`config.mk`:
```
export PLATFORM = sky130hd
export DESIGN_NAME = via_arbiter
export DESIGN_NICKNAME = d
export VERILOG_FILES = /design/src/core/via_pkg.sv /design/src/core/via_arbiter.sv
export SDC_FILE = /design/constraint.sdc
export NUM_CORES = 1
export LEC_CHECK = 0
export ABC_AREA = 1
export ABC_CLOCK_PERIOD_IN_PS = 7200
export BUFFER_PORTS_ARGS = -buffer_cell sky130_fd_sc_hd__buf_2
export CORE_ASPECT_RATIO = 2
export CORE_MARGIN = 2
export CORE_UTILIZATION = 26
export DETAILED_ROUTE_END_ITERATION = 8
export PLACE_DENSITY = 0.51
export SLEW_MARGIN = 0
export SYNTH_ARGS = -nofsm -noshare
export SYNTH_HDL_FRONTEND = slang
export SYNTH_SLANG_ARGS = --single-unit
```
`constraint.sdc`:
```
create_clock -name i_clock -period 7.2 [get_ports i_clock]
set_clock_uncertainty 0.15 [all_clocks]
set_input_delay 0 -clock i_clock [delete_from_list [all_inputs] [get_ports i_clock]]
set_output_delay 0 -clock i_clock [all_outputs]
set_load 0.1 [all_outputs]
```
`src/core/via_pkg.sv`:
```
// constants for the vectored interrupt arbiter
package via_pkg;
   localparam int          VIA_NUM_SRC        = 19;
   localparam int          VIA_NUM_EXT        = 4;
   localparam int          VIA_NUM_INT        = 15;
   localparam int          VIA_NUM_SOURCES    = 20;
   localparam int          VIA_IDX_W          = 5;
   localparam int          VIA_VEC_W          = 16;
   // source index equals default priority, 0 wins
   localparam int          VIA_LOW_VOLTAGE_IRQ       = 0;
   localparam int          VIA_EXT_PIN_IRQ_0         = 1;
   localparam int          VIA_EXT_PIN_IRQ_3         = 4;
   localparam int          VIA_USB_STATUS0_IRQ       = 5;
   localparam int          VIA_USB_STATUS1_IRQ       = 6;
   localparam int          VIA_ASYNC_RX_ERROR_IRQ    = 7;
   localparam int          VIA_ASYNC_RX_DONE_IRQ     = 8;
   localparam int          VIA_ASYNC_TX_DONE_IRQ     = 9;
   localparam int          VIA_CLOCKED_SERIAL_IRQ    = 10;
   localparam int          VIA_TIMER_H_MATCH_IRQ     = 11;
   localparam int          VIA_USB_STATUS2_IRQ       = 12;
   localparam int          VIA_EVENT_TIMER_A_IRQ     = 13;
   localparam int          VIA_WIDE_TIMER_CH0_IRQ    = 14;
   localparam int          VIA_WIDE_TIMER_CH1_IRQ    = 15;
   localparam int          VIA_USB_RESUME_IRQ        = 16;
   localparam int          VIA_FLASH_SEQ_DONE_IRQ    = 17;
   localparam int          VIA_EVENT_TIMER_B_IRQ     = 18;
   // vector table
   localparam logic [15:0] VIA_VEC_RESET      = 16'h0000;
   localparam logic [15:0] VIA_VEC_FIRST      = 16'h0004;
   localparam logic [15:0] VIA_VEC_LAST_TIMER = 16'h002A;
   localparam logic [15:0] VIA_VEC_BREAK      = 16'h003E;
   localparam int          VIA_LVM_RESET_BIT  = 1;
   // register byte offsets
   localparam logic [7:0]  VIA_OFS_REQ        = 8'h00;
   localparam logic [7:0]  VIA_OFS_MASK       = 8'h04;
   localparam logic [7:0]  VIA_OFS_PRIO       = 8'h08;
   localparam logic [7:0]  VIA_OFS_LVM        = 8'h0C;
   localparam logic [7:0]  VIA_OFS_STATUS     = 8'h10;
   // values after reset
   localparam logic [18:0] VIA_RST_REQ        = 19'h00000;
   localparam logic [18:0] VIA_RST_MASK       = 19'h7FFFF;
   localparam logic [18:0] VIA_RST_PRIO       = 19'h7FFFF;
   localparam logic [7:0]  VIA_RST_LVM        = 8'h00;
endpackage

```
`src/core/via_arbiter.sv`:
```
// vectored interrupt arbiter with apb register access
`timescale 1ns/10ps
`default_nettype none
module via_arbiter
   import via_pkg::*;
(
   input  wire logic                 i_clock,
   input  wire logic                 i_resetn,
   input  wire logic                 i_clk_en,
   input  wire logic                 psel,
   input  wire logic                 penable,
   input  wire logic                 pwrite,
   input  wire logic [7:0]           paddr,
   input  wire logic [31:0]          pwdata,
   output logic      [31:0]          prdata,
   output logic                      pready,
   output logic                      pslverr,
   input  wire logic                 i_low_voltage_detect,
   input  wire logic [18:1]          i_periph_irq,
   input  wire logic                 i_software_break_instr,
   input  wire logic                 i_ext_reset,
   input  wire logic                 i_power_on_clear,
   input  wire logic                 i_watchdog_overflow_reset,
   input  wire logic                 i_int_enable,
   input  wire logic                 i_take,
   input  wire logic                 i_return,
   output logic                      o_int_req,
   output logic                      o_ack,
   output logic      [15:0]          o_vector,
   output logic                      o_standby_release,
   output logic                      o_reset_req
);

   ////////////////////////////////////////////////////////////////////////
   // helpers

   function automatic logic [VIA_IDX_W-1:0] via_first(input logic [18:0] v);
      logic [VIA_IDX_W-1:0] idx;
      idx = '0;
      for (int k = VIA_NUM_SRC - 1; k >= 0; k--)
      begin
         if (v[k])
         begin
            idx = VIA_IDX_W'(k);
         end
      end
      return idx;
   endfunction

   // table slot 0028 is skipped, so the last source jumps over it
   function automatic logic [15:0] via_vec(input logic [VIA_IDX_W-1:0] idx);
      logic [15:0] v;
      v = VIA_VEC_FIRST + {10'h000, idx, 1'b0};
      if (idx == VIA_IDX_W'(VIA_EVENT_TIMER_B_IRQ))
      begin
         v = VIA_VEC_LAST_TIMER;
      end
      return v;
   endfunction

   ////////////////////////////////////////////////////////////////////////
   // state

   logic [18:0]          req_reg;
   logic [18:0]          req_next;
   logic [18:0]          mask_reg;
   logic [18:0]          mask_next;
   logic [18:0]          prio_reg;
   logic [18:0]          prio_next;
   logic [7:0]           lvm_reg;
   logic [7:0]           lvm_next;
   logic                 isp_high_reg;
   logic                 isp_high_next;
   logic                 isp_low_reg;
   logic                 isp_low_next;
   logic                 brk_reg;
   logic                 brk_next;
   logic                 int_req_reg;
   logic                 ack_reg;
   logic [15:0]          vector_reg;
   logic [15:0]          vector_next;
   logic                 wake_reg;
   logic                 reset_req_reg;

   ////////////////////////////////////////////////////////////////////////
   // arbitration

   wire        lvm_reset_mode = lvm_reg[VIA_LVM_RESET_BIT];
   wire        lvd_irq        = i_low_voltage_detect & ~lvm_reset_mode;
   wire [18:0] src_set        = {i_periph_irq, lvd_irq};
   wire [18:0] pend_all       = req_reg & ~mask_reg;
   wire [18:0] pend_high      = pend_all & ~prio_reg;
   wire [18:0] pend_low       = pend_all & prio_reg;
   // a high group request may break into a low group service
   wire        high_ok        = ~isp_high_reg & (|pend_high);
   wire        low_ok         = ~isp_high_reg & ~isp_low_reg & (|pend_low);
   wire [18:0] pick_set       = high_ok ? pend_high : pend_low;
   wire        maskable_ok    = i_int_enable & (high_ok | low_ok);
   wire [4:0]  win_idx        = via_first(pick_set);
   wire [15:0] win_vec        = via_vec(win_idx);
   // break ignores enable and groups entirely
   wire        take_brk       = i_take & brk_reg;
   wire        take_mask      = i_take & ~brk_reg & maskable_ok;
   wire [18:0] ack_clr        = take_mask ? (19'h00001 << win_idx) : 19'h00000;
   wire        any_reset      = i_ext_reset | i_power_on_clear |
                                i_watchdog_overflow_reset |
                                (i_low_voltage_detect & lvm_reset_mode);

   ////////////////////////////////////////////////////////////////////////
   // apb decode

   wire        apb_wr   = psel & penable & pwrite;
   wire        hit_req  = (paddr == VIA_OFS_REQ);
   wire        hit_mask = (paddr == VIA_OFS_MASK);
   wire        hit_prio = (paddr == VIA_OFS_PRIO);
   wire        hit_lvm  = (paddr == VIA_OFS_LVM);
   wire        hit_stat = (paddr == VIA_OFS_STATUS);
   wire        hit_any  = hit_req | hit_mask | hit_prio | hit_lvm | hit_stat;
   wire [31:0] status_word = {13'h0000, vector_reg, brk_reg, isp_low_reg, isp_high_reg};

   assign pready  = 1'b1;
   assign pslverr = psel & penable & ~hit_any;
   assign prdata  = ~(psel & penable) ? 32'h00000000 :
                    hit_req  ? {13'h0000, req_reg}  :
                    hit_mask ? {13'h0000, mask_reg} :
                    hit_prio ? {13'h0000, prio_reg} :
                    hit_lvm  ? {24'h000000, lvm_reg} :
                    hit_stat ? status_word : 32'h00000000;

   ////////////////////////////////////////////////////////////////////////
   // next state

   // a source pulse in the clearing cycle still leaves the flag set
   assign req_next  = src_set |
                      ((apb_wr & hit_req) ? pwdata[18:0] : (req_reg & ~ack_clr));
   assign mask_next = (apb_wr & hit_mask) ? pwdata[18:0] : mask_reg;
   assign prio_next = (apb_wr & hit_prio) ? pwdata[18:0] : prio_reg;
   assign lvm_next  = (apb_wr & hit_lvm) ? pwdata[7:0] : lvm_reg;
   assign brk_next  = i_software_break_instr | (brk_reg & ~take_brk);

   // return releases the innermost level: high if set, else low
   assign isp_high_next = (take_mask & high_ok) |
                          (isp_high_reg & ~i_return);
   assign isp_low_next  = (take_mask & ~high_ok) |
                          (isp_low_reg & ~(i_return & ~isp_high_reg));

   assign vector_next = any_reset ? VIA_VEC_RESET :
                        take_brk  ? VIA_VEC_BREAK :
                        take_mask ? win_vec : vector_reg;

   ////////////////////////////////////////////////////////////////////////
   // registers

   always_ff @(posedge i_clock or negedge i_resetn)
   begin
      if (!i_resetn)
      begin
         req_reg       <= VIA_RST_REQ;
         mask_reg      <= VIA_RST_MASK;
         prio_reg      <= VIA_RST_PRIO;
         lvm_reg       <= VIA_RST_LVM;
         isp_high_reg  <= 1'b0;
         isp_low_reg   <= 1'b0;
         brk_reg       <= 1'b0;
      end
      else if (i_clk_en)
      begin
         req_reg       <= req_next;
         mask_reg      <= mask_next;
         prio_reg      <= prio_next;
         lvm_reg       <= lvm_next;
         isp_high_reg  <= isp_high_next;
         isp_low_reg   <= isp_low_next;
         brk_reg       <= brk_next;
      end
   end

   always_ff @(posedge i_clock or negedge i_resetn)
   begin
      if (!i_resetn)
      begin
         int_req_reg   <= 1'b0;
         ack_reg       <= 1'b0;
         vector_reg    <= VIA_VEC_RESET;
         wake_reg      <= 1'b0;
         reset_req_reg <= 1'b0;
      end
      else if (i_clk_en)
      begin
         int_req_reg   <= brk_next | (maskable_ok & ~take_mask);
         ack_reg       <= take_brk | take_mask;
         vector_reg    <= vector_next;
         wake_reg      <= |(req_next & ~mask_next);
         reset_req_reg <= any_reset;
      end
   end

   assign o_int_req         = int_req_reg;
   assign o_ack             = ack_reg;
   assign o_vector          = vector_reg;
   assign o_standby_release = wake_reg;
   assign o_reset_req       = reset_req_reg;
endmodule
`default_nettype wire

```
==> impl_metrics.py, run 1 <==
metrics = {
    "floorplan": {
        "core_area_sq_um": 22450,
        "io_pins": 126,
        "rows": 78,
        "die_y_microns": 217,
        "fp.dieW_microns": 110.5,
        "start_util_pct": 26.28,
        "die-area_sq_um": 23980,
    },
    "setup_path": {
        "cp.required_ns": 7.30,
        "max_stage_delay_ns": 0.52,
        "path_class": "flop to flop",
        "critPathLaunchType": "flop",
        "worstPathArrival_ns": 4.27,
        "crit_path_top_delay_cell": "dfstp_2",
        "end_kind": "flop",
        "critPathTopFamily": "simple AND/OR/NAND/NOR gates",
        "path_max_fanout": 33,
        "crit_top_cell": "nand2_1",
        "path_buf_inv": 2,
    },
    "global_route": {
        "antenna_found_initial": 0,
        "grt_pass1_wl_microns": 32620,
        "use_met3_pct": 1.754,
        "gr-max-usage-layer": "met2",
        "grt_overflow": 0,
        "global_route.usage.met1_pct": 22.26,
        "grt_use_total_pct": 17.54,
        "met2_usage_pct": 30.80,
        "grt_pass1_vias": 5993,
        "grt_max_degree": 49,
    },
    "logic_synthesis": {
        "synth-simple-area-share_pct": 28.43,
        "syn_area_sq_um": 5898,
        "synth_top_family_by_area": "simple AND/OR/NAND/NOR gates",
        "synthXorXnorAreaFrac_pct": 0.1485,
        "yosys_warnings": 0,
        "syn_area_per_cell_sq_um": 6.733,
        "synth.area.mux_share_pct": 0.1697,
        "ys_types": 47,
        "synth_top_area_share_pct": 16.97,
        "yosys.area.top_type": "dfrtp_1",
        "synth_fa_ha_area_share_pct": 0.2121,
        "ys_seq_elements": 78,
        "yosysSeqAreaShare_pct": 33.90,
        "synth_area_leaders": "dfrtp_1 17%, dfstp_2 17%, nand2_1 15%",
        "synth_compound_area_share_pct": 22.02,
        "syn_inst": 876,
    },
    "sta": {
        "hold_violations": 0,
        "setup_viol": 0,
        "rsz0062_at_grt": "false",
        "report.final.slew_viol_count": 0,
        "finalCritPeriodShare_pct": 57.91,
        "max_freq_mhz": 239.8,
        "finalSetupTns_ns": 0,
        "finalCriticalPeriod_ns": 4.169,
        "worst_pin_slew_ns": 1.136,
        "maxSlewHeadroom_pct": 23.57,
    },
    "detailed_routing": {
        "drt_iter0_markers": 256,
        "vias": 6061,
        "routed_wl_microns": 21060,
        "dr.pass1.iters": 6,
        "drc_errors": 0,
        "wire_per_inst_microns": 16.44,
        "viasPerCell": 4.731,
        "antenna_left": 0,
    },
    "power": {
        "power_density_nw_per_um2": 194.4,
        "total_power_mw": 1.411,
        "p_leak_nw": 3.551,
        "worst_ir_drop_vdd_v": 0.0001256,
    },
    "clocking": {
        "ctsHtreeMaxLevel": 3,
        "ctsRootBufferMaster": "clkbuf_16",
        "cts_tree": "yes",
        "clock_path_buffers": 2,
        "post-cts-setup-buffer-count": 0,
        "cts_buffers": 9,
        "cts.clk_slew.worst_paths_ns": 0.06,
        "clock_sinks": 78,
        "clk_latency_ns": 0.36,
    },
    "worst_hold_path": {
        "hp-class": "input pin to asynchronous set/reset pin",
    },
    "placement": {
        "dpl.hpwl_microns": 15880,
        "numPortBuffers": 88,
        "gp_congestion": 0.8879,
    },
    "cells_and_area": {
        "layout.nets": 1069,
        "n_fill_cell": 2485,
        "n_antenna_cell": 0,
        "drive_above_1_share_pct": 21.48,
        "area_delta_synth_final_pct": 23.08,
    },
    "job": {
        "maxCapViolations": 0,
    },
    "run_status": {
        "outcome": "completed",
    },
}
==> routing by layer <==
layer  wire length (microns)  vias to the layer above
met5                       0                        -
met4                     495                        0
met3                     877                       23
met2                   10510                      171
met1                    9173                     2813
li1                        -                     3054
==> report_power, final <==
part           total, mW  internal, mW  switching, mW
clock              0.451         0.253          0.198
sequential         0.516         0.486         0.0305
combinational      0.444         0.127          0.317
==> cells in the mapped netlist, drive strengths merged <==
| cell | number |
|---|---|
| a2111oi | 1 |
| a211oi | 6 |
| a21oi | 22 |
| a221oi | 3 |
| a22oi | 1 |
| a31oi | 2 |
| a32o | 1 |
| and2 | 1 |
| buf | 29 |
| clkbuf | 25 |
| clkinv | 3 |
| conb | 2 |
| dfrtp | 40 |
| dfstp | 38 |
| ha | 1 |
| inv | 148 |
| mux2i | 1 |
| nand2 | 234 |
| nand3 | 39 |
| nand3b | 1 |
| nand4 | 17 |
| nor2 | 54 |
| nor3 | 20 |
| nor3b | 1 |
| nor4 | 7 |
| o211ai | 14 |
| o21ai | 128 |
| o21bai | 20 |
| o221ai | 7 |
| o22ai | 5 |
| o311ai | 1 |
| o31ai | 2 |
| or4 | 1 |
| xor2 | 1 |
==> metrics by stage <==
stage | hold WS, ns | cell area, sq um | instances | utilization (%) | setup WS (ns)
after floorplan | -0.4456 | 5981 | 898 | - | 3.340
after global placement | -0.1474 | 6511 | 1219 | 29.01 | 3.031
after detailed placement | -0.1406 | 6511 | 1219 | 29.01 | 3.029
after CTS | 0.01040 | 7259 | 1281 | 32.34 | 3.000
after global routing | 0.05727 | 7259 | 1281 | 32.34 | 2.689
final | 0.003948 | 7259 | 1281 | 32.34 | 3.031
==> worst reg2reg max path, delay by kind of cell (launching register included) <==
kind,cells,cell delay (ns)
and+or+nand+nor,26,2.35
AOI/OAI and AO/OA,3,0.69
DFF,1,0.52
buffers and inverters,2,0.35
==> cell usage in the layout (no fill, tap or decap), drive strengths merged, types with 2 or more instances in the layout <==
| cell | count |
|---|---|
| o22ai | 5 |
| clkinv | 4 |
| a211oi | 6 |
| a31oi | 2 |
| dfrtp | 40 |
| o21bai | 20 |
| nor4 | 7 |
| buf | 95 |
| a221oi | 3 |
| dfstp | 38 |
| o211ai | 14 |
| nand2 | 234 |
| o31ai | 2 |
| o221ai | 7 |
| nand4 | 17 |
| clkinvlp | 3 |
| a21oi | 22 |
| o21ai | 128 |
| dlygate4sd3 | 46 |
| conb | 24 |
| clkbuf | 12 |
| nor3 | 20 |
| inv | 148 |
| nand3 | 39 |
| nor2 | 54 |
==> layout make-up <==
| cell class | instances | area, sq um | share of cell area (%) |
|---|---|---|---|
| Tap cell | 280 | 350.3 | 4.826 |
| Sequential cell | 78 | 1999 | 27.54 |
| Clock buffer | 12 | 256.5 | 3.533 |
| Timing Repair Buffer | 141 | 955.9 | 13.17 |
| Multi-Input combinational cell | 615 | 3097 | 42.66 |
| Inverter | 151 | 569.3 | 7.842 |
| Clock inverter | 4 | 31.28 | 0.4309 |
==> what timing repair did <==
action | 4_1_cts | 5_1_grt
hold buffers | 46 | 0
hold endpoints to repair | 107 | 0
gates resized for setup | 0 | 0
==> worst paths after layout <==
| check | start | endpoint | slack (ns) | cells after the start |
|---|---|---|---|---|
| setup reg to reg | mask_reg[15] | o_standby_release | 3.03 | 31 |
| max in group asynchronous | i_resetn | req_reg[11] | 5.91 | 3 |
| setup / recovery | mask_reg[15] | o_standby_release | 3.03 | 31 |
| hold reg to reg | o_reset_req | o_reset_req | 0.33 | 2 |
| hold / removal | i_resetn | lvm_reg[2] | 0.004 | 2 |
| min in group i_clock | i_low_voltage_detect | req_reg[0] | 0.01 | 7 |
==> logic make-up (layout without fill, tap and decap cells) <==
family / count (synthesis) / in the layout
multiplexers: 1 / 1
AND/OR/NAND/NOR: 375 / 375
other: 2 / 24
adder cells (fa/ha/maj): 1 / 1
XOR/XNOR: 1 / 1
AO/OA/AOI/OAI: 213 / 213
flip-flops: 78 / 78
buffers and inverters: 205 / 308
(Power assumes the default switching activity.)
==> run 2: changes to the inputs <==
ABC_AREA = 0   (was 1)
ABC_CLOCK_PERIOD_IN_PS = 3910   (was 7200)
clock period = 3.91 ns   (was 7.2 ns; I/O delays follow)
==> impl_metrics.py, run 2 <==
metrics = {
    "sta": {
        "hold_violations": 0,
        "rsz0062_at_grt": "false",
        "maxSlewHeadroom_pct": 22.81,
        "worst_pin_slew_ns": 1.155,
        "setup_viol": 0,
        "finalSetupTns_ns": 0,
        "finalCriticalPeriod_ns": 3.771,
        "report.final.slew_viol_count": 0,
        "layout_setup_ws_ns": 0.1391,
        "hold_ws_ns": 0.01153,
        "max_freq_mhz": 265.2,
        "finalCritPeriodShare_pct": 96.44,
    },
    "logic_synthesis": {
        "yosysMostFrequentCell": "nand2_1",
        "syn_area_sq_um": 6211,
        "syn_area_per_cell_sq_um": 8.359,
        "synth-async-reset-ratio_pct": 100.0,
        "synth_common_cells": "79 x nand2_1, 61 x o21ai_0, 58 x nor2_1",
        "ys_seq_elements": 78,
        "yosysSeqAreaShare_pct": 32.19,
        "ys_types": 86,
        "synth_top_area_share_pct": 16.12,
        "synth_area_leaders": "dfrtp_1 16%, dfstp_2 16%, mux2_2 5.4%",
        "synth-edff-count": 0,
        "yosys_warnings": 0,
        "ys.flop_type": "dfrtp_1",
        "yosys.area.top_type": "dfrtp_1",
        "syn_inst": 743,
    },
    "cells_and_area": {
        "n_antenna_cell": 0,
        "drive_above_1_share_pct": 39.80,
        "final_common_cell": "buf_4",
        "final_cell_mix": "159 x buf_4, 87 x buf_2, 79 x nand2_1",
        "finalInstanceArea_sq_um": 9223,
        "fin_cells": 1312,
        "utilization_pct": 39.04,
        "area_delta_synth_final_pct": 48.49,
        "layout.nets": 1093,
    },
    "setup_path": {
        "cp.required_ns": 3.99,
        "critPathTopFamily": "compound AO/OA/AOI/OAI gates",
        "endpoint": "o_standby_release",
        "r2r_end": "o_standby_release",
        "rr_startpoint": "prio_reg[4]",
        "crit_path_top_delay_cell": "dfstp_2",
        "crit_start": "prio_reg[4]",
        "max_stage_delay_ns": 0.53,
        "critPathLaunchType": "flop",
        "path_depth": 16,
        "path_max_fanout": 8,
        "path_class": "flop to flop",
        "worstPathArrival_ns": 3.85,
        "path_buf_inv": 4,
        "end_kind": "flop",
        "reg2regPathDepth": 16,
        "crit_top_cell": "buf_4",
        "crit_path_cell_trace": "nor3b_1 -> buf_4 -> a2111oi_4 -> buf_4 -> nand4_1 -> o211ai_1 -> buf_4 -> nand2b_4 -> o2111a_2 -> buf_6 -> nor2_2 -> o31ai_2 -> nand4_1 -> a221o_1 -> nor4_4 -> a31oi_1",
        "reg2reg_setup_slack_ns": 0.14,
    },
    "power": {
        "power_density_nw_per_um2": 265.1,
        "total_power_mw": 2.445,
        "p_switching_uw": 815.3,
        "power_frac_clock_pct": 38.5,
        "pwr-share-comb_pct": 27.1,
        "pwr-share-seq_pct": 34.4,
        "worst_ir_drop_vdd_v": 0.0001950,
        "p_int_mw": 1.630,
        "p_leak_nw": 4.135,
        "switching_share_pct": 33.35,
    },
    "detailed_routing": {
        "routed_wl_microns": 31170,
        "drt_iter0_markers": 699,
        "antenna_left": 0,
        "drc_errors": 0,
        "viasPerCell": 5.635,
        "wire_per_inst_microns": 23.76,
        "dr.pass1.iters": 6,
        "vias": 7393,
    },
    "placement": {
        "numPortBuffers": 88,
        "place_inst": 1240,
        "dpl.hpwl_microns": 24580,
        "placedInstanceArea_sq_um": 8039,
        "dp_slack_ns": -0.3394,
        "gp_congestion": 1.030,
    },
    "floorplan": {
        "die_y_microns": 222.6,
        "rows": 80,
        "start_util_pct": 26.29,
        "core_area_sq_um": 23620,
        "fp.dieW_microns": 113.3,
        "io_pins": 126,
        "die-area_sq_um": 25220,
    },
    "global_route": {
        "grt_max_degree": 79,
        "global_route.usage.met1_pct": 29.38,
        "grt_pass1_vias": 7227,
        "gr-max-usage-layer": "met2",
        "use_met3_pct": 3.846,
        "met2_usage_pct": 41.28,
        "grt_pass1_wl_microns": 45410,
        "antenna_found_initial": 0,
        "grt_overflow": 0,
        "grt_use_total_pct": 24.36,
    },
    "clocking": {
        "cts.clk_slew.worst_paths_ns": 0.07,
        "clk_latency_ns": 0.37,
        "clock_path_buffers": 2,
        "cts_tree": "yes",
        "ctsHtreeMaxLevel": 3,
        "clock_sinks": 78,
        "cts_buffers": 9,
        "ctsRootBufferMaster": "clkbuf_16",
    },
    "job": {
        "maxCapViolations": 0,
    },
    "worst_hold_path": {
        "hp-class": "input pin to flop",
    },
    "run_status": {
        "outcome": "completed",
    },
}
## run 2: worst min path at each step
stage | start | to | cells past startpoint
5_1_grt | i_periph_irq[13] | req_reg[13] | 4
2_1_floorplan | i_resetn | brk_reg | 0
4_1_cts | i_take | o_int_req | 5
3_5_place_dp | i_resetn | lvm_reg[2] | 1
3_3_place_gp | i_resetn | lvm_reg[7] | 1
6_report | i_periph_irq[13] | req_reg[13] | 4
## run 2: routing by layer
metal / wire length (microns) / part of all wire, %
met1: 12380 / 40
met2: 15330 / 49
met3: 1823 / 5.8
met4: 1644 / 5.3
met5: 0 / 0
## run 2: worst reg2reg max path: stages, from the launching register on
cell and delay, ns:
dfstp_2 0.53, nor3b_1 0.05, buf_4 0.16, a2111oi_4 0.28, buf_4 0.20, nand4_1 0.11
o211ai_1 0.26, buf_4 0.19, nand2b_4 0.11, o2111a_2 0.28, buf_6 0.13, nor2_2 0.04
o31ai_2 0.22, nand4_1 0.15, a221o_1 0.33, nor4_4 0.33, a31oi_1 0.11
## run 2: repair_timing
item	4_1_cts	5_1_grt
pin swaps	2	18
hold buffers	46	0
buffers inserted	2	10
endpoints found under the setup margin	4	2
endpoints found under the hold margin	113	0
resized for setup	23	37
## run 2: power by group through the flow
stage / Clock [mW] / Sequential [mW] / Combinational, mW
after floorplan: 0 / 0.882 / 0.319
after CTS: 0.959 / 0.841 / 0.630
after detailed placement: 0 / 0.854 / 0.580
after global routing: 0.988 / 0.843 / 0.696
after global placement: 0 / 0.853 / 0.582
final: 0.942 / 0.842 / 0.662
## run 2: layout make-up
class,instances,area [sq um]
Timing Repair Buffer,302,2237
Clock inverter,5,82.58
Clock buffer,11,242.7
Inverter,29,113.9
Fill cell,2428,14400
Tap cell,287,359.1
Sequential cell,78,1999
Multi-Input combinational cell,600,4188
## run 2: kinds of logic after synthesis
logic type,Yosys count,synth area share [%]
flops,78,32.19
fa+ha+maj,2,0.3626
compound gates,247,28.48
xor+xnor,1,0.1410
buf+inv,87,6.970
other cells,2,0.1209
mux,36,6.406
simple gates,290,25.32
==> run 3: changes to the inputs <==
ABC_CLOCK_PERIOD_IN_PS = 4050   (was 3910)
clock period = 4.05 ns   (was 3.91 ns; I/O delays follow)
==> impl_metrics.py, run 3 (synthesized netlist as in run 2, its figures left out) <==
metrics = {
    "global_route": {
        "grt_use_total_pct": 24.12,
        "grt_pass1_wl_microns": 44960,
        "grt_pass1_vias": 7244,
        "grt_max_degree": 79,
        "antenna_found_initial": 0,
        "grt_overflow": 0,
    },
    "floorplan": {
        "start_util_pct": 26.29,
        "die-area_sq_um": 25220,
        "rows": 80,
        "die_y_microns": 222.6,
        "core_area_sq_um": 23620,
        "fp.dieW_microns": 113.3,
        "io_pins": 126,
    },
    "clocking": {
        "cts.clk_slew.worst_paths_ns": 0.06,
        "cts_tree": "yes",
        "ctsHtreeMaxLevel": 3,
        "cts_buffers": 9,
        "clock_sinks": 78,
        "ctsRootBufferMaster": "clkbuf_16",
        "clock_path_buffers": 2,
        "clk_latency_ns": 0.37,
    },
    "power": {
        "total_power_mw": 2.384,
        "worst_ir_drop_vdd_v": 0.0001905,
        "power_frac_clock_pct": 38.9,
        "pwr-share-seq_pct": 34.0,
        "switching_share_pct": 32.97,
        "power_density_nw_per_um2": 260.3,
        "pwr-share-comb_pct": 27.0,
        "p_leak_nw": 4.148,
        "p_int_mw": 1.598,
        "p_switching_uw": 786.0,
    },
    "setup_path": {
        "worstPathArrival_ns": 4.05,
        "path_class": "flop to flop",
        "reg2regPathDepth": 17,
        "path_max_fanout": 4,
        "crit_path_top_delay_cell": "dfstp_2",
        "cp.required_ns": 4.14,
        "crit_path_cell_trace": "nor3b_4 -> buf_12 -> a2111oi_4 -> buf_4 -> nand2_4 -> o211ai_1 -> a31oi_1 -> o2111a_2 -> buf_4 -> o21a_4 -> buf_4 -> nor2_4 -> a31oi_4 -> a221o_1 -> nor4_2 -> buf_4 -> a31oi_1",
        "end_kind": "flop",
        "crit_top_cell": "buf_4",
        "max_stage_delay_ns": 0.56,
        "critPathLaunchType": "flop",
    },
    "placement": {
        "dpl.hpwl_microns": 24250,
        "placedInstanceArea_sq_um": 8044,
        "numPortBuffers": 88,
        "place_inst": 1244,
        "dp_slack_ns": -0.2273,
        "gp_congestion": 1.101,
    },
    "worst_hold_path": {
        "min_path_cells": 3,
        "hp-class": "input pin to flop",
    },
    "sta": {
        "finalCriticalPeriod_ns": 3.961,
        "hold_ws_ns": 0.03498,
        "setup_viol": 0,
        "finalCritPeriodShare_pct": 97.80,
        "maxSlewHeadroom_pct": 21.55,
        "worst_pin_slew_ns": 1.174,
        "layout_setup_ws_ns": 0.08900,
        "hold_violations": 0,
        "report.final.slew_viol_count": 0,
        "max_freq_mhz": 252.5,
        "finalSetupTns_ns": 0,
    },
    "detailed_routing": {
        "drt_iter0_markers": 641,
        "antenna_left": 0,
        "vias": 7311,
        "wire_per_inst_microns": 23.39,
        "dr.pass1.iters": 5,
        "routed_wl_microns": 30690,
        "viasPerCell": 5.572,
        "drc_errors": 0,
    },
    "cells_and_area": {
        "area_delta_synth_final_pct": 47.42,
        "layout.nets": 1093,
        "utilization_pct": 38.76,
        "fin_cells": 1312,
        "final_cell_mix": "166 x buf_4, 87 x buf_2, 78 x nand2_1",
        "final_common_cell": "buf_4",
        "finalInstanceArea_sq_um": 9156,
        "n_fill_cell": 2437,
        "n_antenna_cell": 0,
        "drive_above_1_share_pct": 39.41,
    },
    "job": {
        "maxCapViolations": 0,
    },
    "run_status": {
        "outcome": "completed",
    },
}
-- run 3: cell count changes in the layout (fill, tap and decap cells not counted), moves of 2 or more --
cell      delta
buf_4        +7
buf_6        -6
a211oi_2     +2
a21boi_1     -2
a21boi_2     +2
a31oi_1      -2
a31oi_4      +2
nand3_1      +2
nand3_2      -2
nor2_1       +2
nor2_2       -2
nor4_2       +2
nor4_4       -2
-- run 3: per-layer routing --
layer | wire length [microns] | global-route usage (%) | share of wire (%)
met5 | 0 | 0 | 0
met4 | 1465 | 12.16 | 4.8
met2 | 15230 | 40.87 | 50
met3 | 2064 | 3.819 | 6.7
met1 | 11940 | 29.22 | 39
-- run 3: worst paths after layout --
| path | startpoint | to | slack [ns] |
|---|---|---|---|
| min in group asynchronous | i_resetn | lvm_reg[2] | 0.21 |
| max in group asynchronous | i_resetn | req_reg[13] | 2.85 |
| setup / recovery | prio_reg[4] | o_standby_release | 0.09 |
| hold reg to reg | lvm_reg[7] | lvm_reg[7] | 0.33 |
| hold / removal | paddr[2] | prio_reg[0] | 0.03 |
| setup reg to reg | prio_reg[4] | o_standby_release | 0.09 |
-- run 3: timing repair --
item | CTS | global route
endpoints found under the hold margin | 114 | 0
hold buffers | 46 | 0
setup endpoints to repair | 4 | 7
buffers inserted | 0 | 7
resized for setup | 11 | 33
pin swaps | 1 | 11
-- run 3: cell type report --
cell class	instances	area, sq um	area share (%)
inverters	29	111.4	1.216
well taps	287	359.1	3.922
multi-input cells	600	4150	45.33
clock buffers	12	256.5	2.801
flip-flops and latches	78	1999	21.84
clock inverters	4	77.57	0.8472
repair buffers	302	2202	24.05
-- run 3: power by group through the flow --
stage | registers (mW) | clock network [mW] | logic (mW)
global route | 0.812 | 0.983 | 0.679
CTS | 0.810 | 0.949 | 0.620
detailed placement | 0.823 | 0 | 0.576
global placement | 0.823 | 0 | 0.579
floorplan | 0.851 | 0 | 0.308
finish | 0.811 | 0.928 | 0.645
-- run 3: worst max-delay path, delay by kind of cell (launching register included) --
family          cells  cell delay, ns
buf+inv             5            0.81
compound gates      8            1.78
simple gates        4            0.53
flops               1            0.56
